<file path="src/hdl/rex_pkg.sv">
package rex_pkg;

   // ==========================================================
   // widths and data space
   localparam int         DATA_W      = 8;
   localparam int         INSN_W      = 12;
   localparam logic [4:0] ADDR_IND    = 5'h00;
   localparam logic [4:0] ADDR_PCL    = 5'h02;
   localparam logic [4:0] ADDR_STATUS = 5'h03;
   localparam logic [4:0] ADDR_BANK   = 5'h04;

   // ==========================================================
   // flags register layout and reset values
   localparam int          ST_C       = 0;
   localparam int          ST_DC      = 1;
   localparam int          ST_Z       = 2;
   localparam int          ST_PD      = 3;
   localparam int          ST_TO      = 4;
   localparam int          ST_PAGE    = 5;
   localparam logic [7:0]  STATUS_RST = 8'h18;
   localparam logic [7:0]  REG_RST    = 8'h00;
   localparam logic [11:0] PC_RST     = 12'h000;
   localparam logic [11:0] NOP_INSN   = 12'h000;

   // ==========================================================
   // timing
   localparam logic [1:0] DIV_LAST          = 2'h3;
   localparam logic [1:0] TURBO_IREAD_STALL = 2'h3;

   // ==========================================================
   // system and flow encodings
   localparam logic [11:0] OP_CLRWDT = 12'h004;
   localparam logic [11:0] OP_RET    = 12'h800;
   localparam logic [11:0] OP_IREAD  = 12'h830;
   localparam logic [11:0] OP_SLEEP  = 12'h840;
   localparam logic [11:0] OP_MODE_W = 12'h850;
   localparam logic [11:0] OP_OPT_W  = 12'h870;
   localparam logic [8:0]  OP_PAGE   = 9'h102;
   localparam logic [8:0]  OP_BANK   = 9'h104;
   localparam logic [8:0]  OP_PORT_W = 9'h10c;
   localparam logic [3:0]  OP_CALL   = 4'h9;
   localparam logic [2:0]  OP_JMP    = 3'h5;

   typedef enum logic [3:0] {
      AL_PASS_A, AL_PASS_B, AL_CLR, AL_AND, AL_OR, AL_XOR, AL_NOT,
      AL_ADD, AL_SUB, AL_INC, AL_DEC, AL_RL, AL_RR, AL_SWAP
   } rex_alu_op_e;

endpackage

</file>
<file path="src/hdl/rex_alu_if.sv">
`timescale 1ns/10ps
interface rex_alu_if;
   rex_pkg::rex_alu_op_e op;
   logic [7:0]           a;
   logic [7:0]           b;
   logic                 cIn;
   logic                 useCarry;
   logic [7:0]           res;
   logic                 cOut;
   logic                 dcOut;
   logic                 zOut;

   modport core (output op, a, b, cIn, useCarry, input res, cOut, dcOut, zOut);
   modport alu  (input op, a, b, cIn, useCarry, output res, cOut, dcOut, zOut);
endinterface

</file>
<file path="src/hdl/rex_core.sv">
`timescale 1ns/10ps
// Functional notes
// - every instruction is one 12-bit word, most executing one per clock
// - data registers and all results are eight bits wide
// - a 5-bit operand field is banked by the bank select register only when its top bit is set
// - the accumulator lives outside the data address space
// - literal instructions take their byte from the opcode; one loads the accumulator
// - and, or, xor, complement go to accumulator or register in one clock
// - a fuse bit chooses whether carry feeds add and subtract
// - fuse bit 0 adds carry in, fuse bit 1 leaves it out
// - increment/decrement-and-test skip the next word on a zero result
// - arithmetic, shift, bit and move instructions take one clock unless skipping or writing data address 02
// - test-and-skip costs one cycle, or two when the skip is taken
// - bit set and bit clear change exactly one bit of a register
// - skip-if-set tests for one, skip-if-clear tests for zero
// - bit operations reach every mapped register, program counter and flags included
// - a taken skip also skips following page or bank prefixes, one cycle each
// - move-to-accumulator forms compute from a source that keeps its value
// - port control and option registers only by dedicated moves; mode also takes its low four bits from a program read
// - 12-bit program addresses; jump gives nine low bits, call eight
// - call saves the program counter, return restores it
// - writing or adding to data address 02 jumps indirectly or relatively
// - jumps, calls and returns flush the pipeline and refill from the target
// - system control sets bank, page bits, reads program memory or sleeps
// - system control takes one clock, program read four at full rate
// - instruction rate is the clock, or a quarter of it by fuse
module rex_core #(
   parameter int PC_W    = 12,
   parameter int STACK_D = 8
) (
   input  wire logic             mclk,
   input  wire logic             rstn,
   output logic [PC_W-1:0]       pmAddr,
   input  wire logic [11:0]      pmData,
   input  wire logic             carryInputFuseBit,
   input  wire logic             turboFuseBit,
   input  wire logic             wakePin,
   output logic [7:0]            modeReg,
   output logic [7:0]            optionReg,
   output logic [2:0]            portCtrlSel,
   output logic [7:0]            portCtrlData,
   output logic                  portCtrlWr,
   output logic                  wdtClear,
   output logic                  sleeping
);
   localparam int SP_W = $clog2(STACK_D);

   if (PC_W < 11 || PC_W > 12) begin : gBadPc
      $error("PC_W must be 11 or 12");
   end
   if (STACK_D < 2 || (1 << SP_W) != STACK_D) begin : gBadStack
      $error("STACK_D must be a power of two, at least 2");
   end

   // ==========================================================
   // pin synchronisers and rate divider
   logic [2:0] syncA_r;
   logic [2:0] syncB_r;
   logic [1:0] phase_r;
   logic       turboQ;
   logic       carryFuseQ;
   logic       wakeQ;
   logic       tick;

   always_ff @(posedge mclk or negedge rstn) begin
      if (!rstn) begin
         syncA_r <= 3'h0;
         syncB_r <= 3'h0;
      end else begin
         syncA_r <= {wakePin, turboFuseBit, carryInputFuseBit};
         syncB_r <= syncA_r;
      end
   end
   assign wakeQ      = syncB_r[2];
   assign turboQ     = syncB_r[1];
   assign carryFuseQ = syncB_r[0];

   always_ff @(posedge mclk or negedge rstn) begin
      if (!rstn) phase_r <= 2'h0;
      else       phase_r <= phase_r + 2'h1;
   end
   assign tick = turboQ | (phase_r == rex_pkg::DIV_LAST);

   // ==========================================================
   // state
   logic [PC_W-1:0] pc_r;
   logic [11:0]     ir_r;
   logic            squash_r;
   logic            chain_r;
   logic [1:0]      stall_r;
   logic            ireadPend_r;
   logic            sleeping_r;
   logic [7:0]      w_r;
   logic [7:0]      status_r;
   logic [7:0]      bank_r;
   logic [SP_W-1:0] sp_r;
   logic [7:0]      mem [256];
   logic [PC_W-1:0] stack [STACK_D];

   // ==========================================================
   // decode
   rex_alu_if aluIf ();
   rex_alu uAlu (.aif(aluIf));

   rex_pkg::rex_alu_op_e aluOp;
   logic [4:0]      fr;
   logic [7:0]      ea;
   logic [7:0]      memIdx;
   logic [7:0]      fileRd;
   logic [7:0]      bitMask;
   logic [7:0]      fileWrData;
   logic [PC_W-1:0] target;
   logic [PC_W-1:0] ireadAddr;
   logic [2:0]      page;
   logic wrW, wrF, fZ, fC, fDC, skipZ, isLit, bitOp;
   logic isJmp, isCall, isRet, isIread, isSleep, isPage, isBank;
   logic isMode, isOpt, isPort, isClrWdt, isPrefix;
   logic execEn, advance, fileWe, pcWrite, skipTaken, flow;

   assign fr   = ir_r[4:0];
   assign page = status_r[rex_pkg::ST_PAGE +: 3];
   // indirect slot uses the whole bank select value as the address
   assign ea     = (fr == rex_pkg::ADDR_IND) ? bank_r : {bank_r[7:5], fr};
   assign memIdx = ea[4] ? ea : {3'h0, ea[4:0]};

   always_comb begin
      case (ea[4:0])
         rex_pkg::ADDR_PCL:    fileRd = pc_r[7:0];
         rex_pkg::ADDR_STATUS: fileRd = status_r;
         rex_pkg::ADDR_BANK:   fileRd = bank_r;
         default:              fileRd = mem[memIdx];
      endcase
   end

   always_comb begin
      aluOp = rex_pkg::AL_PASS_A;
      wrW   = 1'b0;
      wrF   = 1'b0;
      fZ    = 1'b0;
      fC    = 1'b0;
      fDC   = 1'b0;
      skipZ = 1'b0;
      isLit = 1'b0;
      if (ir_r[11:10] == 2'b11) begin
         isLit = 1'b1;
         wrW   = 1'b1;
         fZ    = (ir_r[9:8] != 2'b00);
         case (ir_r[9:8])
            2'b00:   aluOp = rex_pkg::AL_PASS_B;
            2'b01:   aluOp = rex_pkg::AL_OR;
            2'b10:   aluOp = rex_pkg::AL_AND;
            default: aluOp = rex_pkg::AL_XOR;
         endcase
      end else if (ir_r[11:10] == 2'b00) begin
         wrF = ir_r[5];
         wrW = ~ir_r[5];
         fZ  = 1'b1;
         case (ir_r[11:6])
            6'h00: begin
               aluOp = rex_pkg::AL_PASS_B;
               wrW   = 1'b0;
               fZ    = 1'b0;
            end
            6'h01: begin
               aluOp = rex_pkg::AL_CLR;
               wrW   = ~ir_r[5] & (fr == 5'h00);
            end
            6'h02: begin
               aluOp = rex_pkg::AL_SUB;
               fC    = 1'b1;
               fDC   = 1'b1;
            end
            6'h03: aluOp = rex_pkg::AL_DEC;
            6'h04: aluOp = rex_pkg::AL_OR;
            6'h05: aluOp = rex_pkg::AL_AND;
            6'h06: aluOp = rex_pkg::AL_XOR;
            6'h07: begin
               aluOp = rex_pkg::AL_ADD;
               fC    = 1'b1;
               fDC   = 1'b1;
            end
            6'h08: aluOp = rex_pkg::AL_PASS_A;
            6'h09: aluOp = rex_pkg::AL_NOT;
            6'h0a: aluOp = rex_pkg::AL_INC;
            6'h0b: begin
               aluOp = rex_pkg::AL_DEC;
               fZ    = 1'b0;
               skipZ = 1'b1;
            end
            6'h0c: begin
               aluOp = rex_pkg::AL_RR;
               fZ    = 1'b0;
               fC    = 1'b1;
            end
            6'h0d: begin
               aluOp = rex_pkg::AL_RL;
               fZ    = 1'b0;
               fC    = 1'b1;
            end
            6'h0e: begin
               aluOp = rex_pkg::AL_SWAP;
               fZ    = 1'b0;
            end
            6'h0f: begin
               aluOp = rex_pkg::AL_INC;
               fZ    = 1'b0;
               skipZ = 1'b1;
            end
            default: aluOp = rex_pkg::AL_PASS_A;
         endcase
      end
   end

   assign aluIf.op       = aluOp;
   assign aluIf.a        = isLit ? w_r : fileRd;
   assign aluIf.b        = isLit ? ir_r[7:0] : w_r;
   assign aluIf.cIn      = status_r[rex_pkg::ST_C];
   assign aluIf.useCarry = ~carryFuseQ;

   assign bitOp    = (ir_r[11:10] == 2'b01);
   assign isJmp    = (ir_r[11:9] == rex_pkg::OP_JMP);
   assign isCall   = (ir_r[11:8] == rex_pkg::OP_CALL);
   assign isRet    = (ir_r == rex_pkg::OP_RET);
   assign isIread  = (ir_r == rex_pkg::OP_IREAD);
   assign isSleep  = (ir_r == rex_pkg::OP_SLEEP);
   assign isMode   = (ir_r == rex_pkg::OP_MODE_W);
   assign isOpt    = (ir_r == rex_pkg::OP_OPT_W);
   assign isClrWdt = (ir_r == rex_pkg::OP_CLRWDT);
   assign isPage   = (ir_r[11:3] == rex_pkg::OP_PAGE);
   assign isBank   = (ir_r[11:3] == rex_pkg::OP_BANK);
   assign isPort   = (ir_r[11:3] == rex_pkg::OP_PORT_W);
   assign isPrefix = isPage | isBank;

   assign bitMask    = 8'h01 << ir_r[7:5];
   assign fileWrData = !bitOp ? aluIf.res :
                       ir_r[8] ? (fileRd | bitMask) : (fileRd & ~bitMask);

   // ==========================================================
   // execution control
   assign advance   = tick & (stall_r == 2'h0) & ~sleeping_r;
   assign execEn    = advance & ~squash_r;
   assign fileWe    = execEn & (wrF | (bitOp & ~ir_r[9]));
   assign pcWrite   = fileWe & (ea[4:0] == rex_pkg::ADDR_PCL);
   assign skipTaken = execEn & ((skipZ & aluIf.zOut) |
                      (bitOp & ir_r[9] & (fileRd[ir_r[7:5]] == ir_r[8])));
   assign flow      = execEn & (isJmp | isCall | isRet | pcWrite);
   assign ireadAddr = PC_W'({modeReg[3:0], w_r});
   assign pmAddr    = ireadPend_r ? ireadAddr : pc_r;

   always_comb begin
      if (isRet)       target = stack[sp_r - SP_W'(1)];
      else if (isJmp)  target = PC_W'({page, ir_r[8:0]});
      else if (isCall) target = PC_W'({page, 1'b0, ir_r[7:0]});
      else             target = PC_W'({page, 1'b0, fileWrData});
   end

   // one fetched word is always in flight, so a flow change discards it
   always_ff @(posedge mclk or negedge rstn) begin
      if (!rstn) begin
         pc_r     <= PC_W'(rex_pkg::PC_RST);
         ir_r     <= rex_pkg::NOP_INSN;
         squash_r <= 1'b0;
         chain_r  <= 1'b0;
      end else if (advance) begin
         ir_r <= pmData;
         pc_r <= flow ? target : pc_r + PC_W'(1);
         if (squash_r) begin
            squash_r <= chain_r & isPrefix;
         end else begin
            squash_r <= skipTaken | flow;
            chain_r  <= skipTaken;
         end
      end
   end

   always_ff @(posedge mclk or negedge rstn) begin
      if (!rstn) begin
         sp_r <= '0;
      end else if (execEn & isCall) begin
         sp_r <= sp_r + SP_W'(1);
      end else if (execEn & isRet) begin
         sp_r <= sp_r - SP_W'(1);
      end
   end

   always_ff @(posedge mclk) begin
      if (execEn & isCall) stack[sp_r] <= pc_r;
      if (fileWe & (ea[4:0] > rex_pkg::ADDR_BANK | ea[4] | ea[4:0] < rex_pkg::ADDR_PCL))
         mem[memIdx] <= fileWrData;
   end

   // program-memory read borrows the fetch port on the following clock
   always_ff @(posedge mclk or negedge rstn) begin
      if (!rstn) begin
         stall_r     <= 2'h0;
         ireadPend_r <= 1'b0;
      end else begin
         ireadPend_r <= execEn & isIread;
         if (execEn & isIread & turboQ) stall_r <= rex_pkg::TURBO_IREAD_STALL;
         else if (tick && stall_r != 2'h0) stall_r <= stall_r - 2'h1;
      end
   end

   // ==========================================================
   // accumulator and system registers
   always_ff @(posedge mclk or negedge rstn) begin
      if (!rstn) w_r <= rex_pkg::REG_RST;
      else if (ireadPend_r) w_r <= pmData[7:0];
      else if (execEn & wrW) w_r <= aluIf.res;
   end

   always_ff @(posedge mclk or negedge rstn) begin
      if (!rstn) begin
         status_r <= rex_pkg::STATUS_RST;
      end else if (execEn) begin
         if (fileWe && ea[4:0] == rex_pkg::ADDR_STATUS) begin
            status_r <= fileWrData;
         end else begin
            if (fZ)  status_r[rex_pkg::ST_Z]  <= aluIf.zOut;
            if (fC)  status_r[rex_pkg::ST_C]  <= aluIf.cOut;
            if (fDC) status_r[rex_pkg::ST_DC] <= aluIf.dcOut;
            if (isPage) status_r[rex_pkg::ST_PAGE +: 3] <= ir_r[2:0];
            if (isClrWdt) begin
               status_r[rex_pkg::ST_TO] <= 1'b1;
               status_r[rex_pkg::ST_PD] <= 1'b1;
            end
            if (isSleep) status_r[rex_pkg::ST_PD] <= 1'b0;
         end
      end
   end

   always_ff @(posedge mclk or negedge rstn) begin
      if (!rstn) bank_r <= rex_pkg::REG_RST;
      else if (execEn & isBank) bank_r[7:5] <= ir_r[2:0];
      else if (fileWe && ea[4:0] == rex_pkg::ADDR_BANK) bank_r <= fileWrData;
   end

   always_ff @(posedge mclk or negedge rstn) begin
      if (!rstn) begin
         modeReg   <= rex_pkg::REG_RST;
         optionReg <= rex_pkg::REG_RST;
      end else begin
         if (ireadPend_r) modeReg[3:0] <= pmData[11:8];
         else if (execEn & isMode) modeReg <= w_r;
         if (execEn & isOpt) optionReg <= w_r;
      end
   end

   always_ff @(posedge mclk or negedge rstn) begin
      if (!rstn) begin
         portCtrlSel  <= 3'h0;
         portCtrlData <= rex_pkg::REG_RST;
         portCtrlWr   <= 1'b0;
         wdtClear     <= 1'b0;
      end else begin
         portCtrlWr <= execEn & isPort;
         wdtClear   <= execEn & isClrWdt;
         if (execEn & isPort) begin
            portCtrlSel  <= ir_r[2:0];
            portCtrlData <= w_r;
         end
      end
   end

   // wake is level sensitive: a held wake pin ends sleep one clock after it starts
   always_ff @(posedge mclk or negedge rstn) begin
      if (!rstn) sleeping_r <= 1'b0;
      else if (execEn & isSleep) sleeping_r <= 1'b1;
      else if (wakeQ) sleeping_r <= 1'b0;
   end
   assign sleeping = sleeping_r;
endmodule

</file>
<file path="src/hdl/rex_alu.sv">
`timescale 1ns/10ps
module rex_alu (
   rex_alu_if.alu aif
);
   logic [8:0] sum;
   logic [4:0] nib;
   logic       cin;

   // ==========================================================
   // byte datapath
   always_comb begin
      cin       = 1'b0;
      sum       = 9'h000;
      nib       = 5'h00;
      aif.res   = aif.a;
      aif.cOut  = aif.cIn;
      aif.dcOut = 1'b0;
      case (aif.op)
         rex_pkg::AL_PASS_A: aif.res = aif.a;
         rex_pkg::AL_PASS_B: aif.res = aif.b;
         rex_pkg::AL_CLR:    aif.res = 8'h00;
         rex_pkg::AL_AND:    aif.res = aif.a & aif.b;
         rex_pkg::AL_OR:     aif.res = aif.a | aif.b;
         rex_pkg::AL_XOR:    aif.res = aif.a ^ aif.b;
         rex_pkg::AL_NOT:    aif.res = ~aif.a;
         rex_pkg::AL_ADD: begin
            cin       = aif.useCarry & aif.cIn;
            sum       = {1'b0, aif.a} + {1'b0, aif.b} + {8'h00, cin};
            nib       = {1'b0, aif.a[3:0]} + {1'b0, aif.b[3:0]} + {4'h0, cin};
            aif.res   = sum[7:0];
            aif.cOut  = sum[8];
            aif.dcOut = nib[4];
         end
         rex_pkg::AL_SUB: begin
            // carry set means no borrow, so a clear fuse-fed carry subtracts one more
            cin       = aif.useCarry ? aif.cIn : 1'b1;
            sum       = {1'b0, aif.a} + {1'b0, ~aif.b} + {8'h00, cin};
            nib       = {1'b0, aif.a[3:0]} + {1'b0, ~aif.b[3:0]} + {4'h0, cin};
            aif.res   = sum[7:0];
            aif.cOut  = sum[8];
            aif.dcOut = nib[4];
         end
         rex_pkg::AL_INC:    aif.res = aif.a + 8'h01;
         rex_pkg::AL_DEC:    aif.res = aif.a - 8'h01;
         rex_pkg::AL_RL: begin
            aif.res  = {aif.a[6:0], aif.cIn};
            aif.cOut = aif.a[7];
         end
         rex_pkg::AL_RR: begin
            aif.res  = {aif.cIn, aif.a[7:1]};
            aif.cOut = aif.a[0];
         end
         rex_pkg::AL_SWAP:   aif.res = {aif.a[3:0], aif.a[7:4]};
         default:            aif.res = aif.a;
      endcase
   end

   assign aif.zOut = (aif.res == 8'h00);

endmodule

</file>
<file path="config.mk">
export PLATFORM = sky130hd
export DESIGN_NAME = rex_core
export DESIGN_NICKNAME = d
export VERILOG_FILES = /design/src/hdl/rex_pkg.sv /design/src/hdl/rex_alu_if.sv /design/src/hdl/rex_core.sv /design/src/hdl/rex_alu.sv
export SDC_FILE = /design/constraint.sdc
export NUM_CORES = 2
export LEC_CHECK = 0
export BUFFER_PORTS_ARGS = -buffer_cell sky130_fd_sc_hd__clkbuf_2
export CAP_MARGIN = 0
export CELL_PAD_IN_SITES_DETAIL_PLACEMENT = 1
export CELL_PAD_IN_SITES_GLOBAL_PLACEMENT = 2
export CORE_MARGIN = 5
export CORE_UTILIZATION = 35
export DETAILED_ROUTE_END_ITERATION = 7
export PLACE_DENSITY_LB_ADDON = 0.15
export REMOVE_ABC_BUFFERS = 1
export SYNTH_ARGS = -nofsm -noshare
export SYNTH_HDL_FRONTEND = slang
export SYNTH_SLANG_ARGS = --single-unit
</file>
<file path="constraint.sdc">
create_clock -name mclk -period 12.35 [get_ports mclk]
set_input_delay 3.0875 -clock mclk [delete_from_list [all_inputs] [get_ports mclk]]
set_output_delay 3.0875 -clock mclk [all_outputs]
set_load 0.005 [all_outputs]
</file>
==> impl_metrics.env <==
export IMPL_endpoint_kind="register"
export IMPL_crit_type="register to register"
export IMPL_globalplace_congestion=0.822
export IMPL_path_clk_slew_ns=0.06
export IMPL_stdcell_area_sq_mm=0.0653
export IMPL_rr_worst_depth=27
export IMPL_finalSetupViolCount=0
export IMPL_hold_start="syncA_r[1]$_DFF_PN0_"
export IMPL_clock_latency_ns=0.79
export IMPL_max_freq_mhz=100
export IMPL_clk_path_buf_depth=3
export IMPL_place_ws_ns=2.71
export IMPL_intPower_mw=12.2
export IMPL_syn_area_sq_mm=0.0572
export IMPL_antenna_found_initial=5
export IMPL_tns_ns=0
export IMPL_cts_tree="built"
export IMPL_ant_nets=0
export IMPL_first_pass_iters=7
export IMPL_swShare_pct=42.9
export IMPL_place_area_sq_mm=0.0604
export IMPL_critPathMaxStageDelay_ns=0.87
export IMPL_die_area_sq_mm=0.172
export IMPL_overflow=0
export IMPL_ctsResizeCount=0
export IMPL_die_w_um=414
export IMPL_via_per_inst=5.70
export IMPL_wl_per_cell_um=31.8
export IMPL_power_frac_comb_pct=42.3
export IMPL_finalCritPeriodShare_pct=80.8
export IMPL_cts_sinks=1342
export IMPL_post_cts_buffers=0
export IMPL_power_mw=21.4
export IMPL_crit_top_cell="a21oi_1"
export IMPL_synth_edf_count=1248
export IMPL_async_flop_share_pct=7.00
export IMPL_cts_hold_buf=0
export IMPL_cp_required_ns=12.78
export IMPL_slew_headroom_pct=11.8
export IMPL_fin_worst_skew_ns=0.0363
export IMPL_synth_area_per_cell_sq_um=13.8
export IMPL_hpwl_um=129000
export IMPL_slew_violations=0
export IMPL_finalCriticalPeriod_ns=9.98
export IMPL_worst_hold_path_type="register to register"
export IMPL_syn_to_final_growth_pct=14.3
export IMPL_yosysWarnings=0
export IMPL_drv_cap=0
export IMPL_coreArea_sq_mm=0.163
export IMPL_portBuffers=58
export IMPL_initial_utilization_pct=35.2
export IMPL_finalNonFillerCells=6559
export IMPL_worst_slew_pin_transition_ns=1.32
export IMPL_grt_use_total_pct=23.7
export IMPL_cts_root_buf="clkbuf_16"
export IMPL_hold_violations=0
export IMPL_cp_max_fo=96
export IMPL_r2r_end="mem[147][7]$_DFFE_PP_"
export IMPL_startpoint_type="register"
export IMPL_cts_buffers=155
export IMPL_regToRegStartpoint="ir_r[3]$_DFFE_PN0P_"
export IMPL_drc=0
export IMPL_power_share_sequential_pct=36.7
export IMPL_synth_cell_types=95
export IMPL_critPathSlowestCell="o22ai_1"
export IMPL_synth_seq_area_share_pct=69.6
export IMPL_layout_drive_gt1_share_pct=13.4
export IMPL_htreeDepth=4
export IMPL_drt_iter0_drc=3446
export IMPL_setup_ws_ns=2.37
export IMPL_arrival_ns=10.42
export IMPL_cp_num_buf_inv=6
export IMPL_ios=59
export IMPL_finalWirelength_um=209000
export IMPL_power_density_mw_per_mm2=328
export IMPL_p_clk_share_pct=21.0
export IMPL_rows=148
export IMPL_synthCells=4132
export IMPL_grt_pass1_wl_um=295000
export IMPL_layout_nets=4309
export IMPL_peakVddDrop_mv=0.554
export IMPL_ys_ff_latch=1342
export IMPL_synth_ff_type="edfxtp_1"
export IMPL_die_h_um=414
export IMPL_p_leak_nw=22.0
export IMPL_holdPathStages=0
export IMPL_status="completed"
export IMPL_cpLargestDelayFamily="compound AO/OA/AOI/OAI gates"
export IMPL_rrSetupSlack_ns=2.37
export IMPL_p_switching_mw=9.20
export IMPL_grt_pass1_vias=37775
export IMPL_route_vias_total=37398
export IMPL_dp_cells=6269
export IMPL_grt_max_degree=147
export IMPL_rsz0062_at_grt="false"
export IMPL_hold_end="syncB_r[1]$_DFF_PN0_"
==> power by group through the flow <==
stage	Clock, mW	Combinational (mW)	Sequential, mW
global route	4.78	9.64	7.88
finish	4.50	9.07	7.87
CTS	4.58	9.13	7.85
global placement	0	9.02	7.94
detailed placement	0	9.10	7.95
floorplan	0	5.56	8.24
==> per-layer routing <==
layer	track usage (%)	part of all wire [%]	vias to the layer above
li1	-	-	16092
met1	33.2	45	19818
met2	37.5	46	1158
met3	4.31	5.7	328
met4	7.53	3.2	2
met5	0	0.0058	-
==> sequential cells by signal, indices dropped and copies added (netlist names) <==
name	cells
status_r	8
squash_r	1
stall_r	2
mem	1152
wdtClear	1
portCtrlWr	1
ireadPend_r	1
optionReg	8
portCtrlData	8
ir_r	12
sp_r	3
bank_r	8
pc_r	12
phase_r	2
sleeping	1
syncB_r	3
syncA_r	3
w_r	8
chain_r	1
modeReg	8
portCtrlSel	3
stack	96
==> cell type report <==
class                      count  area [sq um]
fill                       16649         97200
antenna                        5          12.5
tap                         2175          2720
clock buffer                 190          4030
inverter                      52           203
sequential                  1342         39800
timing repair buffer         201          1500
multi-input combinational   2499         16100
clock inverter                95           912
==> cells by family after synthesis <==
logic type	after synthesis	share of synthesized area [%]
AO/OA/AOI/OAI	873	10.4
XOR/XNOR	17	0.260
adder cells (fa/ha/maj)	41	0.949
buffers and inverters	314	2.73
flip-flops	1342	69.6
multiplexers	235	6.20
other	1	0.00656
AND/OR/NAND/NOR	1309	9.85
==> placed cells by master (no fill, tap or decap), types with 17 or more instances in the layout <==
master        n
edfxtp_1   1248
nand2_1     724
nor2_1      254
a21oi_1     248
clkbuf_16   155
buf_4       133
mux2i_1     112
nand3_1     107
o21ai_0     106
dfrtp_1      89
a221oi_1     80
mux4_2       71
nor2b_1      61
a22oi_1      59
clkbuf_2     57
a31oi_1      54
a211oi_1     49
inv_1        47
clkinv_1     44
a32oi_1      40
ha_1         37
mux2_2       35
clkbuf_1     33
nor3_1       28
o22ai_1      27
clkinv_2     24
conb_1       24
o211ai_1     23
o211a_1      22
nand4_1      21
nor4_1       17
==> cells in the mapped netlist, types with 61 or more instances <==
cell type	n	share of area (%)
dfrtp_1	92	4.0
mux4_2	71	2.8
nand2_1	728	4.8
mux2i_1	113	2.0
edfxtp_1	1248	66
a221oi_1	80	1.2
a21oi_1	251	2.2
nand3_1	107	0.94
nor2b_1	61	0.67
o21ai_0	109	0.95
buf_2	82	0.72
nor2_1	259	1.7
clkbuf_1	120	0.79
==> worst max-delay path by stage <==
stage	cells past startpoint	end	start	slack, ns
CTS	27	mem[147][7]$_DFFE_PP_	ir_r[1]$_DFFE_PN0P_	2.60
finish	27	mem[147][7]$_DFFE_PP_	ir_r[3]$_DFFE_PN0P_	2.37
detailed placement	27	mem[181][7]$_DFFE_PP_	ir_r[1]$_DFFE_PN0P_	2.71
floorplan	24	mem[0][4]$_DFFE_PP_	ir_r[0]$_DFFE_PN0P_	-17.95
global route	30	mem[147][7]$_DFFE_PP_	ir_r[3]$_DFFE_PN0P_	2.02
global placement	18	mem[18][3]$_DFFE_PP_	ir_r[2]$_DFFE_PN0P_	2.41
==> stage by stage <==
step / hold WS, ns / util, %
finish: 0.348 / 40.2
global route: 0.358 / 40.2
floorplan: 0.331 / -
detailed placement: 0.336 / 37.1
CTS: 0.352 / 40.2
global placement: 0.334 / 37.1
(Power assumes the default switching activity.)
